<file path="config.mk">
export PLATFORM = sky130hd
export DESIGN_NAME = selh_sequencer
export DESIGN_NICKNAME = d
export VERILOG_FILES = /design/src/selh_divider.v /design/src/selh_sequencer.v
export VERILOG_INCLUDE_DIRS = /design/src
export SDC_FILE = /design/constraint.sdc
export NUM_CORES = 1
export LEC_CHECK = 0
export ABC_AREA = 1
export BUFFER_PORTS_ARGS = -buffer_cell sky130_fd_sc_hd__buf_4
export CORE_MARGIN = 2
export CORE_UTILIZATION = 57
export CTS_BUF_LIST = sky130_fd_sc_hd__clkbuf_8
export DETAILED_ROUTE_END_ITERATION = 7
export PLACE_DENSITY = 0.85
export SYNTH_ARGS = -nofsm -noshare
export SYNTH_HDL_FRONTEND = slang
export SYNTH_SLANG_ARGS = --single-unit
</file>
<file path="constraint.sdc">
create_clock -name clk_i -period 5.2 [get_ports clk_i]
set_input_delay 0.26 -clock clk_i [delete_from_list [all_inputs] [get_ports clk_i]]
set_output_delay 0.26 -clock clk_i [all_outputs]
set_load 0.02 [all_outputs]
</file>
<file path="src/selh_defs.vh">
// Constants for the stop exit and limp-home sequencer
`ifndef SELH_DEFS_VH
`define SELH_DEFS_VH

// ****************************************
// Register offsets (byte addresses)
// ****************************************
`define SELH_ADR_CTRL      4'h0
`define SELH_ADR_STAT      4'h4
`define SELH_ADR_SLOW      4'h8

// ****************************************
// Control register fields
// ****************************************
`define SELH_CTRL_LHD      0
`define SELH_CTRL_CME      1
`define SELH_CTRL_FORCED_CLOCK_MONITOR_ENABLE     2
`define SELH_CTRL_DLY      3
`define SELH_CTRL_LIMP_HOME_INTERRUPT_ENABLE     4
`define SELH_CTRL_BUS_CLOCK_FROM_PLL     5
`define SELH_CTRL_MCS      6
`define SELH_CTRL_PSEUDO_STOP_ENABLE     7
`define SELH_CTRL_PLL_POWER_ON    8
`define SELH_CTRL_RST      9'h102

// ****************************************
// Status register fields
// ****************************************
`define SELH_STAT_LIMP_HOME_ACTIVE_FLAG    0
`define SELH_STAT_LIMP_HOME_INTERRUPT_FLAG     1
`define SELH_STAT_STOP     2

// ****************************************
// Timing counts
// ****************************************
`define SELH_CNT_BITS      13
`define SELH_CNT_MID       13'h1000
`define SELH_SLOW_BITS     6
`define SELH_RESET_ALL     8'h00

`endif

</file>
<file path="src/selh_divider.v">
// Slow-mode divider producing the divided module clock tick
`timescale 1ns/1ps

module selh_divider #(
  parameter W = 6
) (
  input  wire         clk_i,   // System clock
  input  wire         rst_i,   // Synchronous reset
  input  wire [W-1:0] div_i,   // Divide setting, 0 = no division
  input  wire         src_i,   // Source tick from selected oscillator
  output reg          tick_o   // Divided module clock tick
);

  reg [W:0] cnt_q;

  // ****************************************
  // Divider
  // ****************************************
  // Divides by 2*div, so each slow step adds two source ticks per count
  always @(posedge clk_i) begin
    if (rst_i) begin
      cnt_q  <= {(W+1){1'b0}};
      tick_o <= 1'b0;
    end else begin
      tick_o <= 1'b0;
      if (src_i) begin
        if (div_i == {W{1'b0}} || cnt_q >= {div_i, 1'b0} - 1'b1) begin
          cnt_q  <= {(W+1){1'b0}};
          tick_o <= 1'b1;
        end else begin
          cnt_q <= cnt_q + 1'b1;
        end
      end
    end
  end

endmodule

</file>
<file path="src/selh_sequencer.v">
// Stop exit and limp-home sequencer with Wishbone registers
//
// Overview of operation
// - Without PLL supply, no limp-home; run only on external clock.
// - Delay bit set inserts 4096-count wait; clear inserts none.
// - Wake counter runs on clock after the slow-mode divider.
// - Stop ends on reset, interrupt pins, key or CAN wake-up.
// - No limp-home, monitor off: stop exits on external clock.
// - No limp-home, monitor on: stop acts as monitor failure.
// - Limp-home on: stop masks monitor; exit enters limp-home.
// - Delayed limp exit counts backup clock, leaves if clock seen.
// - No clock after first count: exit stop, stay limp, flag.
// - In limp-home sample monitor every 8192 counts at mid-count.
// - Clock found: leave limp-home, clear status, set interrupt flag.
// - Fast recovery with limp-home: exit stop at once in limp-home.
// - Leaving limp-home restores bus and module clock selects.
// - Square-wave clock, delay clear: no delay, status never set.
// - Pseudo-stop keeps oscillator running, same wake and delay.
// - Delayed pseudo-stop exit enters limp-home, selects forced.
// - After pseudo-stop count resume external if seen, else flag.
// - Status flag set in limp-home; each change sets interrupt flag.
// - In limp-home monitor forced on, module clocks on backup.
// - With PLL supply, reset sets monitor, PLL-on; clears disable.
//
// Our own choices: the register addresses and register access over Wishbone.
`timescale 1ns/1ps
`include "selh_defs.vh"

module selh_sequencer #(
  parameter CNT_W  = `SELH_CNT_BITS,
  parameter SLOW_W = `SELH_SLOW_BITS
) (
  input  wire        clk_i,        // System clock, 50 MHz
  input  wire        rst_i,        // Synchronous reset, active high
  input  wire [3:0]  wb_adr_i,     // Wishbone byte address
  input  wire [31:0] wb_dat_i,     // Wishbone write data
  input  wire [3:0]  wb_sel_i,     // Wishbone byte enables
  input  wire        wb_we_i,      // Wishbone write enable
  input  wire        wb_cyc_i,     // Wishbone cycle
  input  wire        wb_stb_i,     // Wishbone strobe
  output reg  [31:0] wb_dat_o,     // Wishbone read data
  output reg         wb_ack_o,     // Wishbone acknowledge
  input  wire        pll_supply_i, // PLL supply present (pin)
  input  wire        ext_tick_i,   // External clock tick (pin)
  input  wire        bkp_tick_i,   // Backup oscillator tick (pin)
  input  wire        mon_ok_i,     // Clock monitor sees clock (pin)
  input  wire        stop_req_i,   // Stop instruction executed
  input  wire        ext_rst_n_i,  // External reset pin, active low
  input  wire        irq_n_i,      // Maskable interrupt pin, low
  input  wire        nmi_n_i,      // Nonmaskable interrupt pin, low
  input  wire        kwu_j_i,      // Key wake-up from port J
  input  wire        kwu_h_i,      // Key wake-up from port H
  input  wire        can_wu_i,     // CAN controller wake-up
  output reg         stopped_o,    // Core held in stop
  output reg         osc_run_o,    // External oscillator kept running
  output reg         limp_o,       // Limp-home active
  output reg         mon_en_o,     // Effective clock monitor enable
  output reg         bus_pll_o,    // Effective bus clock from PLL
  output reg         mod_sel_o,    // Effective module clock select
  output reg         pll_on_o,     // Effective PLL power on
  output reg         mod_bkp_o,    // Module clocks on backup clock
  output reg         cm_rst_o,     // Clock monitor reset pulse
  output reg         lh_irq_o      // Limp-home interrupt request
);

  // ****************************************
  // States
  // ****************************************
  localparam [1:0] ST_RUN  = 2'h0;
  localparam [1:0] ST_STOP = 2'h1;
  localparam [1:0] ST_WAIT = 2'h2;

  // ****************************************
  // Declarations
  // ****************************************
  reg [8:0]        ctrl_q;
  reg [SLOW_W-1:0] slow_q;
  reg              limp_home_active_flag_q, limp_home_active_flag_d;
  reg              limp_home_interrupt_flag_q;
  reg [1:0]        st_q, st_d;
  reg [CNT_W-1:0]  cnt_q, cnt_d;
  reg              stop_dly_q;   // Delay bit captured at stop entry
  reg              pstop_q;      // Current stop is pseudo-stop
  reg [6:0]        s1_q, s2_q;   // Pin synchronisers
  wire             sup_s, ext_s, bkp_s, mon_s, rstp_s, irq_s, nmi_s;
  wire             src_tick, xtick, wake, mid;
  wire             wb_req, wr_ctrl, wr_stat, wr_slow;

  wire lhd  = ctrl_q[`SELH_CTRL_LHD] | ~sup_s;
  wire clock_monitor_enable  = ctrl_q[`SELH_CTRL_CME];
  wire forced_clock_monitor_enable = ctrl_q[`SELH_CTRL_FORCED_CLOCK_MONITOR_ENABLE];
  wire dly  = ctrl_q[`SELH_CTRL_DLY];
  wire limp_home_interrupt_enable = ctrl_q[`SELH_CTRL_LIMP_HOME_INTERRUPT_ENABLE];

  // ****************************************
  // Pin synchronisers
  // ****************************************
  // Two flops on each pin input before any logic looks at it; key and CAN wake-ups reach the wake logic directly
  always @(posedge clk_i) begin
    if (rst_i) begin
      s1_q <= 7'h70;
      s2_q <= 7'h70;
    end else begin
      s1_q <= {nmi_n_i, irq_n_i, ext_rst_n_i, mon_ok_i, bkp_tick_i,
               ext_tick_i, pll_supply_i};
      s2_q <= s1_q;
    end
  end
  assign sup_s  = s2_q[0];
  assign ext_s  = s2_q[1];
  assign bkp_s  = s2_q[2];
  assign mon_s  = s2_q[3];
  assign rstp_s = ~s2_q[4];
  assign irq_s  = ~s2_q[5];
  assign nmi_s  = ~s2_q[6];

  // Any wake source ends stop or pseudo-stop
  assign wake = rstp_s | irq_s | nmi_s | kwu_j_i | kwu_h_i
              | can_wu_i;

  // ****************************************
  // Wake-up counter clock
  // ****************************************
  // Backup oscillator feeds the counter in limp-home, else external
  assign src_tick = limp_home_active_flag_q ? bkp_s : ext_s;

  selh_divider #(
    .W (SLOW_W)
  ) u_div (
    .clk_i  (clk_i),
    .rst_i  (rst_i),
    .div_i  (slow_q),
    .src_i  (src_tick),
    .tick_o (xtick)
  );

  // Mid-count of the 13-stage counter, reached once per wrap
  assign mid = xtick && (cnt_q == `SELH_CNT_MID - 1'b1);

  // ****************************************
  // Sequencer next state
  // ****************************************
  always @* begin
    st_d    = st_q;
    cnt_d   = cnt_q;
    limp_home_active_flag_d = limp_home_active_flag_q;
    if (xtick)
      cnt_d = cnt_q + 1'b1; // Free running in limp-home
    case (st_q)
      ST_RUN: begin
        // Limp-home polling at each mid-count
        if (limp_home_active_flag_q && mid && mon_s)
          limp_home_active_flag_d = 1'b0;
        if (stop_req_i && !(lhd && (clock_monitor_enable || forced_clock_monitor_enable))) begin
          st_d  = ST_STOP;
          cnt_d = {CNT_W{1'b0}};
        end
      end
      ST_STOP: begin
        cnt_d = {CNT_W{1'b0}};
        if (wake) begin
          if (!lhd && (stop_dly_q || !pstop_q))
            limp_home_active_flag_d = 1'b1;
          if (!lhd && !stop_dly_q && !pstop_q && ext_s)
            limp_home_active_flag_d = 1'b0; // Clean square wave, never limp
          if (stop_dly_q)
            st_d = ST_WAIT;
          else
            st_d = ST_RUN;  // No delay
        end
      end
      ST_WAIT: begin
        if (mid) begin
          st_d = ST_RUN; // 4096-count wait done
          if (limp_home_active_flag_q && mon_s)
            limp_home_active_flag_d = 1'b0;
          // Otherwise stay in limp-home with flags set
        end
      end
      default: st_d = ST_RUN;
    endcase
  end

  // ****************************************
  // Sequencer registers
  // ****************************************
  // Reset starts in the wait state with limp-home clear, so the first 4096 counts
  // form the internal reset period on the external clock
  always @(posedge clk_i) begin
    if (rst_i) begin
      st_q       <= ST_WAIT;
      cnt_q      <= {CNT_W{1'b0}};
      limp_home_active_flag_q    <= 1'b0;
      stop_dly_q <= 1'b1;
      pstop_q    <= 1'b0;
    end else begin
      st_q    <= st_d;
      cnt_q   <= cnt_d;
      limp_home_active_flag_q <= limp_home_active_flag_d & ~lhd;
      if (st_q == ST_RUN && st_d == ST_STOP) begin
        stop_dly_q <= dly;
        pstop_q    <= ctrl_q[`SELH_CTRL_PSEUDO_STOP_ENABLE];
      end
    end
  end

  // ****************************************
  // Interrupt flag
  // ****************************************
  // Any flag change sets it; a set in the same cycle beats the clear
  always @(posedge clk_i) begin
    if (rst_i)
      limp_home_interrupt_flag_q <= 1'b0;
    else if (limp_home_active_flag_q != (limp_home_active_flag_d & ~lhd))
      limp_home_interrupt_flag_q <= 1'b1;
    else if (wr_stat && wb_sel_i[0] && wb_dat_i[`SELH_STAT_LIMP_HOME_INTERRUPT_FLAG])
      limp_home_interrupt_flag_q <= 1'b0; // Write one to clear
  end

  // ****************************************
  // Wishbone slave
  // ****************************************
  assign wb_req  = wb_cyc_i & wb_stb_i & ~wb_ack_o;
  assign wr_ctrl = wb_req & wb_we_i & (wb_adr_i == `SELH_ADR_CTRL);
  assign wr_stat = wb_req & wb_we_i & (wb_adr_i == `SELH_ADR_STAT);
  assign wr_slow = wb_req & wb_we_i & (wb_adr_i == `SELH_ADR_SLOW);

  // One wait-free answer per request; unmapped reads return zero
  always @(posedge clk_i) begin
    if (rst_i) begin
      wb_ack_o <= 1'b0;
      wb_dat_o <= 32'h0;
    end else begin
      wb_ack_o <= wb_req;
      wb_dat_o <= 32'h0;
      if (wb_req && !wb_we_i) begin
        case (wb_adr_i)
          `SELH_ADR_CTRL: wb_dat_o <= {23'h0, ctrl_q};
          `SELH_ADR_STAT: wb_dat_o <= {29'h0, st_q != ST_RUN,
                                       limp_home_interrupt_flag_q, limp_home_active_flag_q};
          `SELH_ADR_SLOW: wb_dat_o <= {{(32-SLOW_W){1'b0}}, slow_q};
          default:        wb_dat_o <= 32'h0;
        endcase
      end
    end
  end

  // Control and slow registers; reset sets monitor and PLL-on
  always @(posedge clk_i) begin
    if (rst_i) begin
      ctrl_q <= `SELH_CTRL_RST;
      slow_q <= {SLOW_W{1'b0}};
    end else begin
      if (wr_ctrl && wb_sel_i[0])
        ctrl_q[7:0] <= wb_dat_i[7:0];
      if (wr_ctrl && wb_sel_i[1])
        ctrl_q[8] <= wb_dat_i[8];
      if (wr_slow && wb_sel_i[0])
        slow_q <= wb_dat_i[SLOW_W-1:0];
    end
  end

  // ****************************************
  // Registered outputs
  // ****************************************
  // Software selects are kept untouched in limp-home, so leaving it
  // restores them automatically
  always @(posedge clk_i) begin
    if (rst_i) begin
      stopped_o <= 1'b1;
      osc_run_o <= 1'b1;
      limp_o    <= 1'b0;
      mon_en_o  <= 1'b0;
      bus_pll_o <= 1'b0;
      mod_sel_o <= 1'b0;
      pll_on_o  <= 1'b0;
      mod_bkp_o <= 1'b0;
      cm_rst_o  <= 1'b0;
      lh_irq_o  <= 1'b0;
    end else begin
      stopped_o <= (st_q != ST_RUN);
      osc_run_o <= (st_q != ST_STOP) | pstop_q;
      limp_o    <= limp_home_active_flag_q;
      mon_en_o  <= limp_home_active_flag_q | ((clock_monitor_enable | forced_clock_monitor_enable) & (st_q == ST_RUN));
      bus_pll_o <= limp_home_active_flag_q | ctrl_q[`SELH_CTRL_BUS_CLOCK_FROM_PLL];
      mod_sel_o <= ~limp_home_active_flag_q & ctrl_q[`SELH_CTRL_MCS];
      pll_on_o  <= sup_s & (limp_home_active_flag_q | ctrl_q[`SELH_CTRL_PLL_POWER_ON]);
      mod_bkp_o <= limp_home_active_flag_q;
      cm_rst_o  <= (st_q == ST_RUN) & stop_req_i & lhd
                 & (clock_monitor_enable | forced_clock_monitor_enable);
      lh_irq_o  <= limp_home_interrupt_flag_q & limp_home_interrupt_enable;
    end
  end

endmodule

</file>
==> metrics.yaml <==
outcome:
  outcome: "finished clean"
hold_path:
  min_from: "irq_n_i"
  holdPathStages: 2
  min-delay-path-class: "input pin to register"
clocking:
  hold_buffers: 0
  cts_tree: "yes"
  cts_max_path_buffers: 2
  post-cts-setup-buffer-count: 0
  htreeDepth: 3
  clk_latency_ns: 0.36
  post_cts_resized: 0
  path_clk_slew_ns: 0.08
  clock_sinks: 75
  cts_root_buf: "clkbuf_8"
  cts_made_buffers: 9
synth:
  ys_seq_elements: 75
  yosysWarnings: 0
  synthArstFlopShare: 0
  syn_inst: 406
  ys_types: 42
  syn_area_per_cell_um2: 8.191
  yosysSeqAreaShare: 0.4515
  synth.cell_area_mm2: 0.003326
  synth_edf_count: 0
  synth_flop_cell: "dfxtp_1"
routing:
  routed-via-count: 2731
  first_iter_violations: 207
  drc: 0
  wl_per_cell_um: 12.87
  drtAntennaViolNets: 0
  wl_mm: 6.875
  via_per_inst: 5.114
  dr.pass1.iters: 5
layout:
  drive_above_1_share: 0.2100
  final_util: 0.6949
  num_antenna_cells: 0
  final_nets: 522
  area_growth_pct: 16.48
critical_path:
  cpPeakStageDelay_ns: 0.35
  crit_top_cell: "nand2_1"
  crit_path_cell_trace: "inv_1 -> ha_1 -> nand3_1 -> xor2_1 -> inv_1 -> ha_1 -> nand2_1 -> o21a_1 -> nand3_1 -> nand2_1 -> nand2_1 -> nor3b_1"
  slowest_stage: "dfxtp_1"
  endpoint_kind: "register"
  cp-startpoint: "slow_q[0]"
  rr_worst_depth: 12
  regToRegStartpoint: "slow_q[0]"
  crit_required_ns: 5.48
  cp_num_buf_inv: 2
  worst-path-max-fanout: 6
  critical_path_cell_count: 12
  crit_path_start_kind: "register"
  critPathTopFamily: "simple AND/OR/NAND/NOR gates"
  path_class: "register to register"
  arrival_ns: 2.47
floorplan:
  die_h_um: 80.39
  ios: 99
  initial_utilization: 0.5966
  fp.dieArea_mm2: 0.006462
  rows: 27
  fp.coreArea_mm2: 0.005574
  die_x_um: 80.39
global_routing:
  gr-usage-all-layers: 0.2308
  grt_start_max_net_pins: 27
  grt_pass1_wl_mm: 11.30
  grt_overflow: 0
  grt_pass1_vias: 2565
  grt_antenna_before_repair: 0
sta:
  setup-violations-final: 0
  period_share: 0.4208
  fin_ws_ns: 3.012
  finalCriticalPeriod_ns: 2.188
  hold_violations: 0
  fin_setup_tns_ns: 0
  fmax_mhz: 457.0
  slew_headroom: 0.5433
  fin_skew_ns: 0.01165
  rsz0062_at_grt: "false"
  worst_pin_slew_ns: 0.6842
  final_max_slew_viol_count: 0
  fin_hold_ws_ns: 0.07377
placed_design:
  pre_cts_ws_ns: 3.034
  place.gp.congestion: 0.8807
  hpwl_mm: 4.785
  io_buffers: 50
power:
  p_leak_nw: 1.775
  vdd_drop_max_mv: 0.2300
  powerDensity_mw_per_mm2: 298.3
run:
  maxCapViolCount: 0
## power breakdown
part	switching (mW)	internal [mW]
registers	0.00359	0.581
clock network	0.228	0.273
logic	0.0451	0.0249
total	0.276	0.879
## sequential cells by signal, indices dropped and copies added (netlist names), 2 cells and up
| register | cells |
|---|---|
| cnt_q | 13 |
| ctrl_q | 9 |
| s1_q | 7 |
| s2_q | 7 |
| slow_q | 6 |
| st_q | 2 |
| u_div.cnt_q | 7 |
| wb_dat_o | 9 |
## metal layers
metal | GRT usage | up-vias | part of all wire
li1 | - | 1348 | -
met1 | 0.2654 | 1266 | 0.41
met2 | 0.3983 | 100 | 0.50
met3 | 0.06854 | 17 | 0.065
met4 | 0.09492 | 0 | 0.020
met5 | 0 | - | 0
## per-stage QoR
stage                     total power [mW]  cells  cell area (µm²)
after global placement              0.6645    518             3650
after floorplan                     0.6540    428             3408
final                                1.155    534             3874
after detailed placement            0.6665    518             3650
after global routing                 1.192    534             3874
after CTS                            1.161    534             3874
## layout by cell type (no fill, tap or decap), types with 2 or more instances in the layout
cell / n
dfxtp_1: 75
inv_1: 55
nand2_1: 52
buf_4: 50
nor2_1: 47
a21oi_1: 24
conb_1: 23
nand3_1: 21
o21ai_0: 14
xor2_1: 10
ha_1: 9
clkbuf_8: 9
nor3_1: 8
or2_2: 7
nand4_1: 6
nor2_4: 5
xnor2_1: 4
inv_2: 4
nand3b_1: 3
nor3b_1: 3
o221ai_1: 3
clkinv_4: 3
o21a_1: 2
nand4_2: 2
nor2_2: 2
nand3_2: 2
bufinv_16: 2
## cell usage after synthesis, types with 2 or more instances
| cell | number | area, µm² |
|---|---|---|
| a21oi_1 | 24 | 120.1 |
| ha_1 | 9 | 112.6 |
| xor2_1 | 10 | 87.58 |
| nand3_1 | 21 | 105.1 |
| nand2_1 | 52 | 195.2 |
| xnor2_1 | 4 | 35.03 |
| nor2_2 | 2 | 12.51 |
| dfxtp_1 | 75 | 1501 |
| nand4_2 | 2 | 25.02 |
| nor2_1 | 47 | 176.4 |
| inv_1 | 55 | 206.5 |
| o221ai_1 | 3 | 26.28 |
| o21a_1 | 2 | 15.01 |
| nor3_1 | 8 | 40.04 |
| o21ai_0 | 14 | 70.07 |
| nand3b_1 | 3 | 22.52 |
| buf_2 | 2 | 10.01 |
| or2_2 | 7 | 43.79 |
| clkbuf_1 | 4 | 15.01 |
| nor3b_1 | 3 | 22.52 |
| nor2_4 | 5 | 56.30 |
| nand4_1 | 6 | 37.54 |
| buf_4 | 25 | 187.7 |
| inv_2 | 4 | 15.01 |
| nand3_2 | 2 | 20.02 |
## cell type report
| class | instances | area [µm²] |
|---|---|---|
| Clock inverter | 7 | 100.1 |
| Multi-Input combinational cell | 261 | 1455 |
| Timing Repair Buffer | 50 | 375.4 |
| Inverter | 60 | 227.7 |
| Clock buffer | 9 | 123.9 |
| Tap cell | 72 | 90.09 |
| Sequential cell | 75 | 1501 |
| Fill cell | 438 | 1700 |
## worst paths after layout
check                        end  slack, ns
setup / recovery  u_div.cnt_q[4]       3.01
hold reg to reg          s2_q[2]       0.40
setup reg to reg  u_div.cnt_q[4]       3.01
hold / removal           s1_q[5]       0.07
## cells by family after synthesis
kind of cell / count (synthesis) / synth area share
AND/OR/NAND/NOR: 161 / 0.2389
buffers and inverters: 92 / 0.1358
flip-flops: 75 / 0.4515
AO/OA/AOI/OAI: 54 / 0.1020
XOR/XNOR: 14 / 0.03687
adder cells (fa/ha/maj): 9 / 0.03386
other: 1 / 0.001128
Note: power is estimated with default switching activity, not from simulation.
